`src/design/uda_pkg.sv`:
```
package uda_pkg;

  // ==========================================================
  // Sizes
  localparam int          DATA_W       = 8;
  localparam int          FIFO_DEPTH   = 16;
  localparam int          PTR_W        = 4;
  localparam int          CNT_W        = 5;
  localparam logic [4:0]  FIFO_FULL    = 5'h10;

  // ==========================================================
  // Register byte offsets
  localparam logic [7:0]  OFF_DATA     = 8'h00;
  localparam logic [7:0]  OFF_IER_DLH  = 8'h04;
  localparam logic [7:0]  OFF_LCTL     = 8'h0C;
  localparam logic [7:0]  OFF_LSTAT    = 8'h14;
  localparam logic [7:0]  OFF_FCTL     = 8'h20;
  localparam logic [7:0]  OFF_EVT      = 8'h24;
  localparam logic [7:0]  OFF_MASK     = 8'h28;

  // ==========================================================
  // Field positions
  localparam int          LCTL_DIVISOR_LATCH_ACCESS_BIT    = 7;
  localparam int          FCTL_FEN     = 0;
  localparam int          LS_DR        = 0;
  localparam int          LS_OE        = 1;
  localparam int          LS_TX_HOLDING_EMPTY_FLAG      = 5;
  localparam int          LS_TEMT      = 6;
  localparam int          IE_RXAV      = 0;
  localparam int          IE_TXE       = 1;
  localparam int          IE_LS        = 2;
  localparam int          IE_MS        = 3;
  localparam int          EV_RXAV      = 0;
  localparam int          EV_LS        = 1;
  localparam int          EV_TXE       = 2;
  localparam int          EV_TMO       = 3;

  // ==========================================================
  // Reset values
  localparam logic [15:0] DIV_RST      = 16'h0000;
  localparam logic [3:0]  IER_RST      = 4'h0;
  localparam logic [7:0]  LCTL_RST     = 8'h00;
  localparam logic [3:0]  EVT_RST      = 4'h0;

  // ==========================================================
  // Cycle and tick counts
  localparam logic [3:0]  TICK_LAST    = 4'hF;
  localparam logic [3:0]  TICK_MID     = 4'h7;
  localparam logic [2:0]  BIT_LAST     = 3'h7;
  localparam logic [9:0]  TMO_TICKS    = 10'h280;

  typedef enum logic [3:0] {
    UDA_IDLE  = 4'b0001,
    UDA_START = 4'b0010,
    UDA_DATA  = 4'b0100,
    UDA_STOP  = 4'b1000
  } uda_ser_e;

  typedef struct packed {
    logic        cyc;
    logic        stb;
    logic        we;
    logic [7:0]  adr;
    logic [3:0]  sel;
    logic [31:0] dat;
  } uda_wb_req_s;

endpackage

```
`src/design/uda_baud.sv`:
```
`timescale 1ns/100ps
`default_nettype none

module uda_baud (
  input  wire logic        clk,
  input  wire logic        rst,
  input  wire logic [15:0] divisor,
  output logic             tick16
);

  typedef struct packed {
    logic [15:0] cnt;
    logic [15:0] div_seen;
    logic        tick;
  } uda_baud_s;

  uda_baud_s s_r;
  uda_baud_s s_nxt;

  // ==========================================================
  // Divider: one tick every divisor cycles, sixteen ticks a bit
  always_comb begin
    s_nxt          = s_r;
    s_nxt.tick     = 1'b0;
    s_nxt.div_seen = divisor;
    if (divisor == 16'h0000) begin
      s_nxt.cnt = 16'h0000;
    end else if (divisor != s_r.div_seen) begin
      // Restart on a new divisor so no stale count is carried over
      s_nxt.cnt = 16'h0000;
    end else if (s_r.cnt == divisor - 16'h0001) begin
      s_nxt.cnt  = 16'h0000;
      s_nxt.tick = 1'b1;
    end else begin
      s_nxt.cnt = s_r.cnt + 16'h0001;
    end
  end

  always_ff @(posedge clk) begin
    if (rst) begin
      s_r <= '0;
    end else begin
      s_r <= s_nxt;
    end
  end

  assign tick16 = s_r.tick;

endmodule

`default_nettype wire

```
`src/design/uda_top.sv`:
```
// Functional notes
// - A read of the data location with latch access off returns the oldest received byte, valid while data-ready is 1.
// - With FIFOs off a new received byte overwrites an unread one and raises overrun.
// - With FIFOs on a data read returns and removes the head of the receive FIFO.
// - A byte arriving at a full receive FIFO is dropped, the stored bytes kept, and overrun raised, unless a data read pops the head in the same cycle.
// - Bytes written to the transmit view are sent out on the serial output.
// - With FIFOs off a write clears transmit-holding-empty and later writes overwrite the pending byte.
// - With FIFOs on writes queue up to the FIFO depth and a write to a full FIFO is dropped.
// - The baud divisor is 16-bit read/write and its low byte sits at the data location while latch access is 1.
// - Baud rate is the clock frequency over sixteen times the divisor.
// - A zero divisor stops the baud clock and all serial traffic.
// - Offset 0x4 is the interrupt-enable view with latch access 0 and the divisor high byte with it 1.
// - At offset 0x4 bits 7:0 are divisor high bits with latch access 1; with it 0 bits 3:0 are the enables, held apart from the divisor.
// - Enable bit 3 gates modem status and bit 2 gates receiver line status interrupts; here bit 3 is stored but gates nothing.
// - Enable bit 1 gates transmit-empty, bit 0 gates receive-available and, with FIFOs on, character timeout.
//
// Local design decision: the Wishbone slave port.
`timescale 1ns/100ps
`default_nettype none

module uda_top (
  input  wire logic        CLK_SYS,
  input  wire logic        SYS_RST,
  input  wire logic        WB_CYC_I,
  input  wire logic        WB_STB_I,
  input  wire logic        WB_WE_I,
  input  wire logic [7:0]  WB_ADR_I,
  input  wire logic [3:0]  WB_SEL_I,
  input  wire logic [31:0] WB_DAT_I,
  output logic      [31:0] WB_DAT_O,
  output logic             WB_ACK_O,
  input  wire logic        SIN,
  output logic             SOUT,
  output logic             IRQ
);

  typedef struct packed {
    logic                   ack;
    logic [31:0]            rdata;
    logic                   irq;
    logic                   sout;
    logic [15:0]            div;
    logic [3:0]             ier;
    logic [7:0]             lctl;
    logic                   fen;
    logic [3:0]             evt;
    logic [3:0]             mask;
    logic                   overrun;
    logic                   sin_m;
    logic                   sin_s;
    logic [15:0][7:0]       rx_mem;
    logic [3:0]             rx_rd;
    logic [3:0]             rx_wr;
    logic [4:0]             rx_cnt;
    logic [15:0][7:0]       tx_mem;
    logic [3:0]             tx_rd;
    logic [3:0]             tx_wr;
    logic [4:0]             tx_cnt;
    uda_pkg::uda_ser_e      tx_st;
    logic [3:0]             tx_tk;
    logic [2:0]             tx_bit;
    logic [7:0]             tx_sh;
    uda_pkg::uda_ser_e      rx_st;
    logic [3:0]             rx_tk;
    logic [2:0]             rx_bit;
    logic [7:0]             rx_sh;
    logic [9:0]             tmo;
  } uda_top_s;

  uda_top_s              s_r;
  uda_top_s              s_nxt;
  uda_pkg::uda_wb_req_s  req;
  logic                  tick;

  assign req = '{cyc: WB_CYC_I, stb: WB_STB_I, we: WB_WE_I, adr: WB_ADR_I, sel: WB_SEL_I, dat: WB_DAT_I};

  uda_baud u_baud (
    .clk     (CLK_SYS),
    .rst     (SYS_RST),
    .divisor (s_r.div),
    .tick16  (tick)
  );

  // ==========================================================
  // Next-state logic
  always_comb begin
    logic       acc;
    logic       wr;
    logic       rd;
    logic       divisor_latch_access_bit;
    logic       rx_pop;
    logic       rx_done;
    logic       tx_push;
    logic       tx_pop;
    logic       ovr_set;
    logic       ls_read;
    logic       fen_chg;
    logic       tmo_hit;
    logic [3:0] evt_set;
    logic [3:0] evt_clr;
    acc     = 1'b0;
    wr      = 1'b0;
    rd      = 1'b0;
    divisor_latch_access_bit    = 1'b0;
    rx_pop  = 1'b0;
    rx_done = 1'b0;
    tx_push = 1'b0;
    tx_pop  = 1'b0;
    ovr_set = 1'b0;
    ls_read = 1'b0;
    fen_chg = 1'b0;
    tmo_hit = 1'b0;
    evt_set = 4'h0;
    evt_clr = 4'h0;
    s_nxt   = s_r;

    s_nxt.sin_m = SIN;
    s_nxt.sin_s = s_r.sin_m;

    // ========================================================
    // Wishbone slave: answer one cycle after the request is seen
    acc       = req.cyc & req.stb & ~s_r.ack;
    wr        = acc & req.we & req.sel[0];
    rd        = acc & ~req.we;
    divisor_latch_access_bit      = s_r.lctl[uda_pkg::LCTL_DIVISOR_LATCH_ACCESS_BIT];
    s_nxt.ack = acc;

    if (rd) begin
      s_nxt.rdata = 32'h0000_0000;
      unique case (req.adr)
        uda_pkg::OFF_DATA: begin
          if (divisor_latch_access_bit) begin
            s_nxt.rdata[7:0] = s_r.div[7:0];
          end else begin
            s_nxt.rdata[7:0] = s_r.rx_mem[s_r.rx_rd];
            rx_pop           = (s_r.rx_cnt != 5'h00);
          end
        end
        uda_pkg::OFF_IER_DLH: begin
          if (divisor_latch_access_bit) begin
            s_nxt.rdata[7:0] = s_r.div[15:8];
          end else begin
            s_nxt.rdata[3:0] = s_r.ier;
          end
        end
        uda_pkg::OFF_LCTL: begin
          s_nxt.rdata[7:0] = s_r.lctl;
        end
        uda_pkg::OFF_LSTAT: begin
          s_nxt.rdata[uda_pkg::LS_DR]   = (s_r.rx_cnt != 5'h00);
          s_nxt.rdata[uda_pkg::LS_OE]   = s_r.overrun;
          s_nxt.rdata[uda_pkg::LS_TX_HOLDING_EMPTY_FLAG] = (s_r.tx_cnt == 5'h00);
          s_nxt.rdata[uda_pkg::LS_TEMT] = (s_r.tx_cnt == 5'h00) & (s_r.tx_st == uda_pkg::UDA_IDLE);
          ls_read                       = 1'b1;
        end
        uda_pkg::OFF_FCTL: begin
          s_nxt.rdata[uda_pkg::FCTL_FEN] = s_r.fen;
        end
        uda_pkg::OFF_EVT: begin
          s_nxt.rdata[3:0] = s_r.evt;
        end
        uda_pkg::OFF_MASK: begin
          s_nxt.rdata[3:0] = s_r.mask;
        end
        default: begin
          s_nxt.rdata = 32'h0000_0000;
        end
      endcase
    end

    if (wr) begin
      unique case (req.adr)
        uda_pkg::OFF_DATA: begin
          if (divisor_latch_access_bit) begin
            s_nxt.div[7:0] = req.dat[7:0];
          end else begin
            tx_push = 1'b1;
          end
        end
        uda_pkg::OFF_IER_DLH: begin
          if (divisor_latch_access_bit) begin
            s_nxt.div[15:8] = req.dat[7:0];
          end else begin
            s_nxt.ier = req.dat[3:0];
          end
        end
        uda_pkg::OFF_LCTL: begin
          s_nxt.lctl = req.dat[7:0];
        end
        uda_pkg::OFF_FCTL: begin
          fen_chg   = (req.dat[uda_pkg::FCTL_FEN] != s_r.fen);
          s_nxt.fen = req.dat[uda_pkg::FCTL_FEN];
        end
        uda_pkg::OFF_EVT: begin
          evt_clr = req.dat[3:0];
        end
        uda_pkg::OFF_MASK: begin
          s_nxt.mask = req.dat[3:0];
        end
        default: begin
          s_nxt.ack = acc;
        end
      endcase
    end

    // ========================================================
    // Transmit serializer, 16 ticks per bit, 8N1
    // A zero divisor never starts a frame, so nothing leaves the pin
    if (s_r.tx_st == uda_pkg::UDA_IDLE) begin
      if (s_r.tx_cnt != 5'h00 && s_r.div != 16'h0000) begin
        tx_pop       = 1'b1;
        s_nxt.tx_sh  = s_r.tx_mem[s_r.tx_rd];
        s_nxt.tx_st  = uda_pkg::UDA_START;
        s_nxt.tx_tk  = 4'h0;
        s_nxt.tx_bit = 3'h0;
      end
    end else if (tick) begin
      s_nxt.tx_tk = s_r.tx_tk + 4'h1;
      if (s_r.tx_tk == uda_pkg::TICK_LAST) begin
        unique case (s_r.tx_st)
          uda_pkg::UDA_START: begin
            s_nxt.tx_st = uda_pkg::UDA_DATA;
          end
          uda_pkg::UDA_DATA: begin
            s_nxt.tx_sh  = {1'b1, s_r.tx_sh[7:1]};
            s_nxt.tx_bit = s_r.tx_bit + 3'h1;
            if (s_r.tx_bit == uda_pkg::BIT_LAST) begin
              s_nxt.tx_st = uda_pkg::UDA_STOP;
            end
          end
          default: begin
            s_nxt.tx_st = uda_pkg::UDA_IDLE;
          end
        endcase
      end
    end
    s_nxt.sout = (s_nxt.tx_st == uda_pkg::UDA_START) ? 1'b0 :
                 (s_nxt.tx_st == uda_pkg::UDA_DATA)  ? s_nxt.tx_sh[0] : 1'b1;

    // ========================================================
    // Transmit holding: one overwritable slot, or a FIFO
    if (!s_r.fen) begin
      if (tx_push) begin
        s_nxt.tx_mem[s_r.tx_rd] = req.dat[7:0];
        s_nxt.tx_cnt            = 5'h01;
      end else if (tx_pop) begin
        s_nxt.tx_cnt = 5'h00;
      end
    end else begin
      if (tx_pop) begin
        s_nxt.tx_rd = s_r.tx_rd + 4'h1;
      end
      // A write while full is lost; a pop in the same cycle does not free room for it
      if (tx_push && s_r.tx_cnt != uda_pkg::FIFO_FULL) begin
        s_nxt.tx_mem[s_r.tx_wr] = req.dat[7:0];
        s_nxt.tx_wr             = s_r.tx_wr + 4'h1;
      end else begin
        tx_push = 1'b0;
      end
      s_nxt.tx_cnt = s_r.tx_cnt + {4'h0, tx_push} - {4'h0, tx_pop};
    end

    // ========================================================
    // Receive deserializer, sampled mid-bit
    if (tick) begin
      s_nxt.rx_tk = s_r.rx_tk + 4'h1;
      unique case (s_r.rx_st)
        uda_pkg::UDA_IDLE: begin
          s_nxt.rx_tk = 4'h0;
          if (!s_r.sin_s) begin
            s_nxt.rx_st = uda_pkg::UDA_START;
          end
        end
        uda_pkg::UDA_START: begin
          if (s_r.rx_tk == uda_pkg::TICK_MID) begin
            s_nxt.rx_tk  = 4'h0;
            s_nxt.rx_bit = 3'h0;
            s_nxt.rx_st  = s_r.sin_s ? uda_pkg::UDA_IDLE : uda_pkg::UDA_DATA;
          end
        end
        uda_pkg::UDA_DATA: begin
          if (s_r.rx_tk == uda_pkg::TICK_LAST) begin
            s_nxt.rx_sh  = {s_r.sin_s, s_r.rx_sh[7:1]};
            s_nxt.rx_bit = s_r.rx_bit + 3'h1;
            if (s_r.rx_bit == uda_pkg::BIT_LAST) begin
              s_nxt.rx_st = uda_pkg::UDA_STOP;
            end
          end
        end
        default: begin
          if (s_r.rx_tk == uda_pkg::TICK_LAST) begin
            rx_done     = s_r.sin_s;
            s_nxt.rx_st = uda_pkg::UDA_IDLE;
          end
        end
      endcase
    end

    // ========================================================
    // Receive buffer: one slot, or a FIFO
    if (!s_r.fen) begin
      if (rx_done) begin
        s_nxt.rx_mem[s_r.rx_rd] = s_r.rx_sh;
        s_nxt.rx_cnt            = 5'h01;
        ovr_set                 = (s_r.rx_cnt != 5'h00) & ~rx_pop;
      end else if (rx_pop) begin
        s_nxt.rx_cnt = 5'h00;
      end
    end else begin
      if (rx_pop) begin
        s_nxt.rx_rd = s_r.rx_rd + 4'h1;
      end
      if (rx_done && (s_r.rx_cnt != uda_pkg::FIFO_FULL || rx_pop)) begin
        s_nxt.rx_mem[s_r.rx_wr] = s_r.rx_sh;
        s_nxt.rx_wr             = s_r.rx_wr + 4'h1;
      end else begin
        ovr_set = rx_done;
        rx_done = 1'b0;
      end
      s_nxt.rx_cnt = s_r.rx_cnt + {4'h0, rx_done} - {4'h0, rx_pop};
    end

    // Toggling FIFO enable empties both paths
    if (fen_chg) begin
      s_nxt.rx_rd  = 4'h0;
      s_nxt.rx_wr  = 4'h0;
      s_nxt.rx_cnt = 5'h00;
      s_nxt.tx_rd  = 4'h0;
      s_nxt.tx_wr  = 4'h0;
      s_nxt.tx_cnt = 5'h00;
    end

    // Overrun is read-to-clear; a new overrun in the read cycle survives
    s_nxt.overrun = (s_r.overrun & ~ls_read) | ovr_set;

    // ========================================================
    // Character timeout: four frames of silence with data waiting
    if (!s_r.fen || s_r.rx_cnt == 5'h00 || rx_done || rx_pop) begin
      s_nxt.tmo = 10'h000;
    end else if (tick && s_r.tmo != uda_pkg::TMO_TICKS) begin
      s_nxt.tmo = s_r.tmo + 10'h001;
      tmo_hit   = (s_r.tmo == uda_pkg::TMO_TICKS - 10'h001);
    end

    // ========================================================
    // Events gated by the enables; modem status has no source here
    evt_set[uda_pkg::EV_RXAV] = rx_done & s_r.ier[uda_pkg::IE_RXAV];
    evt_set[uda_pkg::EV_TMO]  = tmo_hit & s_r.ier[uda_pkg::IE_RXAV];
    evt_set[uda_pkg::EV_TXE]  = tx_pop & (s_nxt.tx_cnt == 5'h00) & s_r.ier[uda_pkg::IE_TXE];
    evt_set[uda_pkg::EV_LS]   = ovr_set & s_r.ier[uda_pkg::IE_LS];
    s_nxt.evt = (s_r.evt & ~evt_clr) | evt_set;
    s_nxt.irq = |(s_nxt.evt & s_nxt.mask);
  end

  always_ff @(posedge CLK_SYS) begin
    if (SYS_RST) begin
      s_r       <= '0;
      s_r.div   <= uda_pkg::DIV_RST;
      s_r.ier   <= uda_pkg::IER_RST;
      s_r.lctl  <= uda_pkg::LCTL_RST;
      s_r.evt   <= uda_pkg::EVT_RST;
      s_r.sout  <= 1'b1;
      s_r.sin_m <= 1'b1;
      s_r.sin_s <= 1'b1;
      s_r.tx_st <= uda_pkg::UDA_IDLE;
      s_r.rx_st <= uda_pkg::UDA_IDLE;
    end else begin
      s_r <= s_nxt;
    end
  end

  assign WB_DAT_O = s_r.rdata;
  assign WB_ACK_O = s_r.ack;
  assign SOUT     = s_r.sout;
  assign IRQ      = s_r.irq;

endmodule

`default_nettype wire

```
`config.mk`:
```
export PLATFORM = sky130hd
export DESIGN_NAME = uda_top
export DESIGN_NICKNAME = d
export VERILOG_FILES = /design/src/design/uda_pkg.sv /design/src/design/uda_baud.sv /design/src/design/uda_top.sv
export SDC_FILE = /design/constraint.sdc
export NUM_CORES = 1
export LEC_CHECK = 0
export ABC_AREA = 1
export BUFFER_PORTS_ARGS = -buffer_cell sky130_fd_sc_hd__buf_2
export CORE_MARGIN = 3
export CORE_UTILIZATION = 67
export CTS_CLUSTER_DIAMETER = 40
export DETAILED_ROUTE_END_ITERATION = 8
export GPL_ROUTABILITY_DRIVEN = 1
export PLACE_DENSITY = 0.93
export SYNTH_ARGS = -nofsm -noshare
export SYNTH_HDL_FRONTEND = slang
export SYNTH_SLANG_ARGS = --single-unit
```
`constraint.sdc`:
```
create_clock -name CLK_SYS -period 8.1 [get_ports CLK_SYS]
set_input_delay 0.405 -clock CLK_SYS [delete_from_list [all_inputs] [get_ports CLK_SYS]]
set_output_delay 0.405 -clock CLK_SYS [all_outputs]
set_load 0.01 [all_outputs]
```
==> metrics.yaml, run 1 <==
netlist_instances: 2845
slowest_delay_ns: 0.45
drive_gt1_share_pct: 8.822
max_freq_mhz: 247.6
synthTopCellsByArea: "dfxtp_1, nor2_1, o21ai_0"
rsz0062_at_grt: "false"
coreArea_um2: 29720
clk_pin_slew_ns: 0.06
fin_skew_ns: 0.02979
slowest_stage: "nand3_1"
end_kind: "register"
intPower_mw: 3.505
cts_tree: "yes"
place_ws_ns: 4.238
grt_max_degree: 160
worstSetupStartpointType: "register"
synth.top_cell.area_share_pct: 40.87
clock_path_buffers: 3
p_per_area_nw_per_um2: 204.7
drt_iter0_markers: 2260
synth-edff-count: 0
vias_per_cell: 6.128
grt_pass1_vias: 18630
cts-root-buf: "clkbuf_16"
finalSetupViolCount: 0
htreeDepth: 2
ys_ff_latch: 414
async_reset_ff_share_pct: 0
crit_top_cell: "nand2_1"
hold_ws_ns: 0.03174
wl_mm: 55.27
worst_slack_ns: 4.062
synthToLayoutAreaGrowth_pct: 8.114
chipWidth_um: 180.0
row_count: 63
p_clk_share_pct: 52.7
portBuffers: 33
maxCapViolCount: 0
pwr-share-seq_pct: 45.4
yosysUniqueCellTypes: 61
yosys.area.top_type: "dfxtp_1"
dieArea_um2: 32390
worstHoldPathType: "primary input to register"
tightest_slew_ns: 1.139
cts_hold_buffers: 0
syn_area_per_cell_um2: 7.127
vias: 19620
status: "finished clean"
ioPinCount: 85
dr.pass1.iters: 9
post_cts_buffers: 0
arrival_ns: 4.49
crit_chain: "inv_2 -> ha_1 -> nand3_2 -> nor2_1 -> nand2_1 -> nand3_1 -> inv_2 -> ha_1 -> inv_1 -> ha_1 -> inv_1 -> fa_1 -> inv_1 -> nand3_1 -> a21oi_1 -> o21ai_0 -> a21oi_1 -> nor2_1 -> nand2_1 -> nand2_1 -> nand2_1 -> nand2_1"
postCtsResizedCells: 0
drt_drc_violations_left: 0
clkLatencyLatePin_ns: 0.56
fin_nets: 2861
fin_crit_sh_pct: 49.86
antenna_found_initial: 0
timing.slew.headroom_pct: 24.04
period_needed_ns: 4.038
finalSetupTns_ns: 0
p_total_mw: 4.487
drtAntennaViolNets: 0
power.net_switching_uw: 981.9
die_y_um: 180.0
critPathMaxFanout: 11
peakVddDrop_uv: 192.0
gp_congestion: 0.9865
cts_buffers: 48
numClockSinks: 414
comb_power_share_pct: 1.9
finalHoldViolCount: 0
grtUsageTotal_pct: 32.70
start_util_pct: 68.23
hpwl_mm: 34.99
synth_area_um2: 20280
yosys_warnings: 0
leakage_nw: 8.842
synthFlopType: "dfxtp_1"
slew_viol_final: 0
grt_pass1_wl_mm: 89.99
gr-total-overflow: 0
diodes: 0
crit_type: "register to register"
sw_frac_of_total_pct: 21.88
wl_per_cell_um: 17.27
cp.required_ns: 8.55
ys_seq_area_share_pct: 40.87
fin_util_pct: 73.77
-- power by group through the flow --
stage / logic [mW] / clock network [mW] / registers (mW)
after detailed placement: 0.0834 / 0 / 2.08
after CTS: 0.0840 / 2.36 / 2.04
after floorplan: 0.0680 / 0 / 2.08
after global routing: 0.0936 / 2.45 / 2.04
after global placement: 0.0809 / 0 / 2.08
final: 0.0869 / 2.36 / 2.04
-- worst max-delay path: cells and delay by family, from the launching register on --
| kind | cells | cell delay [ns] |
|---|---|---|
| adder cells (fa/ha/maj) | 4 | 1.09 |
| AO/OA/AOI/OAI | 3 | 0.46 |
| flip-flops | 1 | 0.35 |
| AND/OR/NAND/NOR | 10 | 1.51 |
| buffers and inverters | 5 | 0.52 |
-- cells in the final DEF, fill, tap and decap left out, drive strengths merged, types with 6 or more instances in the layout --
master,Yosys,routed
nand3,92,92
o22ai,26,26
buf,81,43
inv,205,213
nand4,30,30
a211oi,27,27
clkbuf,109,66
nor2,523,523
a21oi,273,273
conb,1,24
o21ai,443,443
clkinv,10,18
a31oi,6,6
xor2,28,28
or2,8,8
a32o,10,10
nand2,421,421
bufinv,0,6
dfxtp,414,414
nor3,27,27
ha,38,38
xnor2,23,23
a22oi,11,11
-- synthesized netlist by cell type, types with 6 or more instances --
cell type / number
o22ai_1: 26
a31oi_1: 6
buf_2: 18
inv_1: 166
a22oi_1: 11
o21ai_1: 108
inv_2: 36
nand4_1: 30
nand2_2: 9
ha_1: 38
nor3_2: 6
o21ai_0: 328
a211oi_1: 24
nand2_1: 408
nor2_4: 14
o21ai_2: 6
buf_4: 42
nor2_2: 11
clkbuf_1: 109
clkinv_1: 8
buf_1: 14
nand3_1: 81
dfxtp_1: 414
nor3_1: 21
xnor2_1: 23
nand3_4: 6
or2_2: 6
nor2_1: 498
a32o_1: 10
a21oi_1: 271
xor2_1: 28
-- path summary, 6_finish.rpt --
kind / start / to / slack [ns] / cells past startpoint
max: s_r[354] / IRQ / 4.06 / 22
min: SIN / s_nxt[330] / 0.03 / 2
max reg2reg: s_r[354] / IRQ / 4.06 / 22
min reg2reg: s_nxt[330] / s_r[330] / 0.41 / 1
-- cell type report --
type / instances / area (um2)
multi-input combinational: 2049 / 10290
sequential: 414 / 8290
fill: 2074 / 7795
clock buffer: 66 / 1431
inverter: 215 / 829.5
tap: 390 / 488.0
clock inverter: 24 / 349.1
timing repair buffer: 43 / 240.2
-- cells by family (layout without fill, tap and decap cells) --
group / after synthesis / count (layout) / synth area share, %
and+or+nand+nor: 1114 / 1114 / 23.61
other: 1 / 24 / 0.01849
AOI/OAI and AO/OA: 819 / 819 / 21.86
xor gates and xnor gates: 52 / 52 / 2.314
adders and majority gates: 40 / 40 / 2.542
buffers and inverters: 405 / 348 / 8.787
DFF: 414 / 414 / 40.87
-- per-stage QoR --
stage	area, um2	std cells
final	21920	3201
after global routing	21920	3201
after CTS	21920	3201
after detailed placement	20140	3111
after global placement	20140	3111
after floorplan	20360	2868
-- layer usage --
metal / vias up / routed length [um] / GRT usage [%]
li1: 9249 / - / -
met1: 8994 / 21150 / 40.32
met2: 1128 / 26450 / 56.36
met3: 245 / 4889 / 4.573
met4: 0 / 2775 / 15.97
met5: - / 0 / 0
-- flip-flops by register name, summed over array words and instances, names as in the netlist --
| register | count |
|---|---|
| s_r | 369 |
| u_baud.tick16 | 1 |
| SOUT | 1 |
| WB_DAT_O | 8 |
| u_baud.s_r | 32 |
| WB_ACK_O | 1 |
| s_nxt | 1 |
| IRQ | 1 |
Power figures use the tool's default switching activity.
==> run 2: changes to the inputs <==
Settings changed: CORE_UTILIZATION 67 to 56, PLACE_DENSITY 0.93 to 0.83.
Clock period 8.1 ns to 3.6 ns, I/O delays scaled along.
==> metrics.yaml, run 2 (synthesis gave the netlist of run 1 again) <==
sw_frac_of_total_pct: 22.23  # +0.35 points
antenna_found_initial: 0  # unchanged
hpwl_mm: 34.97  # about the same
crit_family: "adder cells"
vias_per_cell: 5.801  # -5.3%
clock_path_buffers: 3  # unchanged
portBuffers: 33  # unchanged
arrival_ns: 3.76  # -0.73 ns
end_kind: "register"
comb_power_share_pct: 2.0  # about the same
final_cell_mix: "nor2_1, dfxtp_1, nand2_1"
worstReg2RegEnd: "IRQ"
status: "finished clean"
leakage_nw: 8.987  # +1.6%
start_util_pct: 56.87  # -11 points
peakVddDrop_uv: 406.2  # +110%
regArea_um2: 8290  # unchanged
critPathMaxFanout: 8  # -3
cts_buffers: 52  # +8.3%
place_ws_ns: 0.2957  # -3.942 ns
clk_pin_slew_ns: 0.06  # about the same
max_freq_mhz: 305.0  # +23%
postLayoutCellArea_um2: 22300  # +1.7%
dp_cells: 3195  # +2.7%
crit_path_end: "IRQ"
worstHoldPathType: "primary input to register"
regMostFlops: "s_r"
ff2ff_path_depth: 22  # unchanged
dieArea_um2: 38530  # +19%
post_cts_buffers: 0  # unchanged
p_total_mw: 10.32  # +130%
fin_crit_sh_pct: 91.07  # +41 points
cts_tree: "yes"
slowest_delay_ns: 0.38  # -0.07 ns
cp.depth: 22  # unchanged
crit-reg2reg-launch: "s_r[354]"
grt_pass1_vias: 17530  # -5.9%
numClockSinks: 414  # unchanged
slowest_stage: "fa_1"
place_area_um2: 20340  # +0.99%
finalSetupTns_ns: 0  # unchanged
dr.pass1.iters: 6  # -3
cts-root-buf: "clkbuf_16"
gr-total-overflow: 0  # unchanged
row_count: 69  # +9.5%
diodes: 0  # unchanged
crit_chain: "inv_2 -> ha_4 -> nand3_4 -> nor2_4 -> nand2_1 -> nand3_1 -> inv_2 -> ha_1 -> inv_1 -> ha_1 -> inv_1 -> fa_1 -> inv_1 -> nand3_1 -> a21oi_1 -> o21ai_0 -> a21oi_1 -> nor2_1 -> nand2_1 -> nand2_1 -> nand2_1 -> nand2_1"
die_y_um: 196.3  # +9.1%
power.net_switching_mw: 2.295  # +130%
rsz0062_at_grt: "false"
drt_drc_violations_left: 0  # unchanged
finalHoldViolCount: 0  # unchanged
p_clk_share_pct: 53.6  # +0.9 points
wl_per_cell_um: 16.54  # -4.2%
grt_max_degree: 131  # -18%
drt_iter0_markers: 2006  # -11%
chipWidth_um: 196.3  # +9.1%
synthToLayoutAreaGrowth_pct: 9.953
worst_slack_ns: 0.3215  # -3.740 ns
hold_depth: 4  # +2
hold_ws_ns: 0.02331  # -0.008427 ns
crit_top_cell: "nand2_1"
drive_gt1_share_pct: 9.415  # +0.59 points
fin_util_pct: 62.53  # -11 points
drtAntennaViolNets: 0  # unchanged
p_per_area_nw_per_um2: 463.0  # +130%
setup.worst_path.start: "s_r[354]"
pwr-share-seq_pct: 44.4  # -1.0 points
worstSetupStartpointType: "register"
grt_pass1_wl_mm: 87.86  # -2.4%
fin_nets: 2885  # +0.84%
coreArea_um2: 35660  # +20%
fin_skew_ns: 0.02258  # -0.007208 ns
maxCapViolCount: 0  # unchanged
timing.slew.headroom_pct: 29.57  # +5.5 points
vias: 19130  # -2.5%
rrSetupSlack_ns: 0.32  # -3.74 ns
intPower_mw: 8.028  # +130%
largest_reg_flops: 369  # unchanged
path_buf_inv: 5  # unchanged
wl_mm: 54.53  # -1.3%
stdcell_count: 3297  # +3.0%
ioPinCount: 85  # unchanged
gp_congestion: 0.9267  # -6.1%
fill_cells: 3007  # +45%
crit_type: "register to register"
htreeDepth: 2  # unchanged
cp.required_ns: 4.08  # -4.47 ns
finalSetupViolCount: 0  # unchanged
clkLatencyLatePin_ns: 0.60  # +0.04 ns
period_needed_ns: 3.278  # -0.7598 ns
tightest_slew_ns: 1.055  # -0.08410 ns
multi_input_area_um2: 10320  # +0.27%
final_common_cell: "nor2_1"
grtUsageTotal_pct: 27.32  # -5.4 points
slew_viol_final: 0  # unchanged
## run 2: metal layers
| layer | track usage [%] | vias to the layer above | wire (um) |
|---|---|---|---|
| met5 | 0 | - | 0 |
| met4 | 11.62 | 0 | 2216 |
| met3 | 4.482 | 178 | 4502 |
| met2 | 44.99 | 840 | 25420 |
| met1 | 35.66 | 8836 | 22380 |
| li1 | - | 9272 | - |
## run 2: power by group through the flow
stage / Sequential (mW) / Combinational, mW / Clock [mW]
5_1_grt: 4.58 / 0.223 / 5.78
3_5_place_dp: 4.69 / 0.193 / 0
2_1_floorplan: 4.69 / 0.153 / 0
3_3_place_gp: 4.69 / 0.189 / 0
6_report: 4.59 / 0.206 / 5.53
4_1_cts: 4.59 / 0.200 / 5.58
## run 2: how the worst min path moves through the flow
stage / start / end / slack, ns
final: WB_DAT_I[3] / s_r[336] / 0.02
after global routing: WB_DAT_I[3] / s_r[336] / 0.06
after CTS: WB_DAT_I[3] / s_r[336] / 0.01
after detailed placement: SIN / s_nxt[330] / 0.37
after global placement: SIN / s_nxt[330] / 0.36
after floorplan: SIN / s_nxt[330] / 0.28
## run 2: area by class of cell
cell class	instances	share of cell area, %
clock inverter	30	1.858
multi-input combinational	2049	46.29
clock buffer	65	6.471
timing repair buffer	63	1.886
inverter	215	3.721
tap	461	2.587
sequential	414	37.19
## run 2: tightest hold or removal path, cell delays in order
cell and delay (ns):
buf_2 0.11, o21a_1 0.15, inv_1 0.04, nor2_1 0.08
## run 2: repair_timing
action / 4_1_cts / 5_1_grt
gates resized for setup: 0 / 6
hold endpoints to repair: 9 / 0
setup endpoints to repair: 0 / 2
hold buffers: 7 / 0
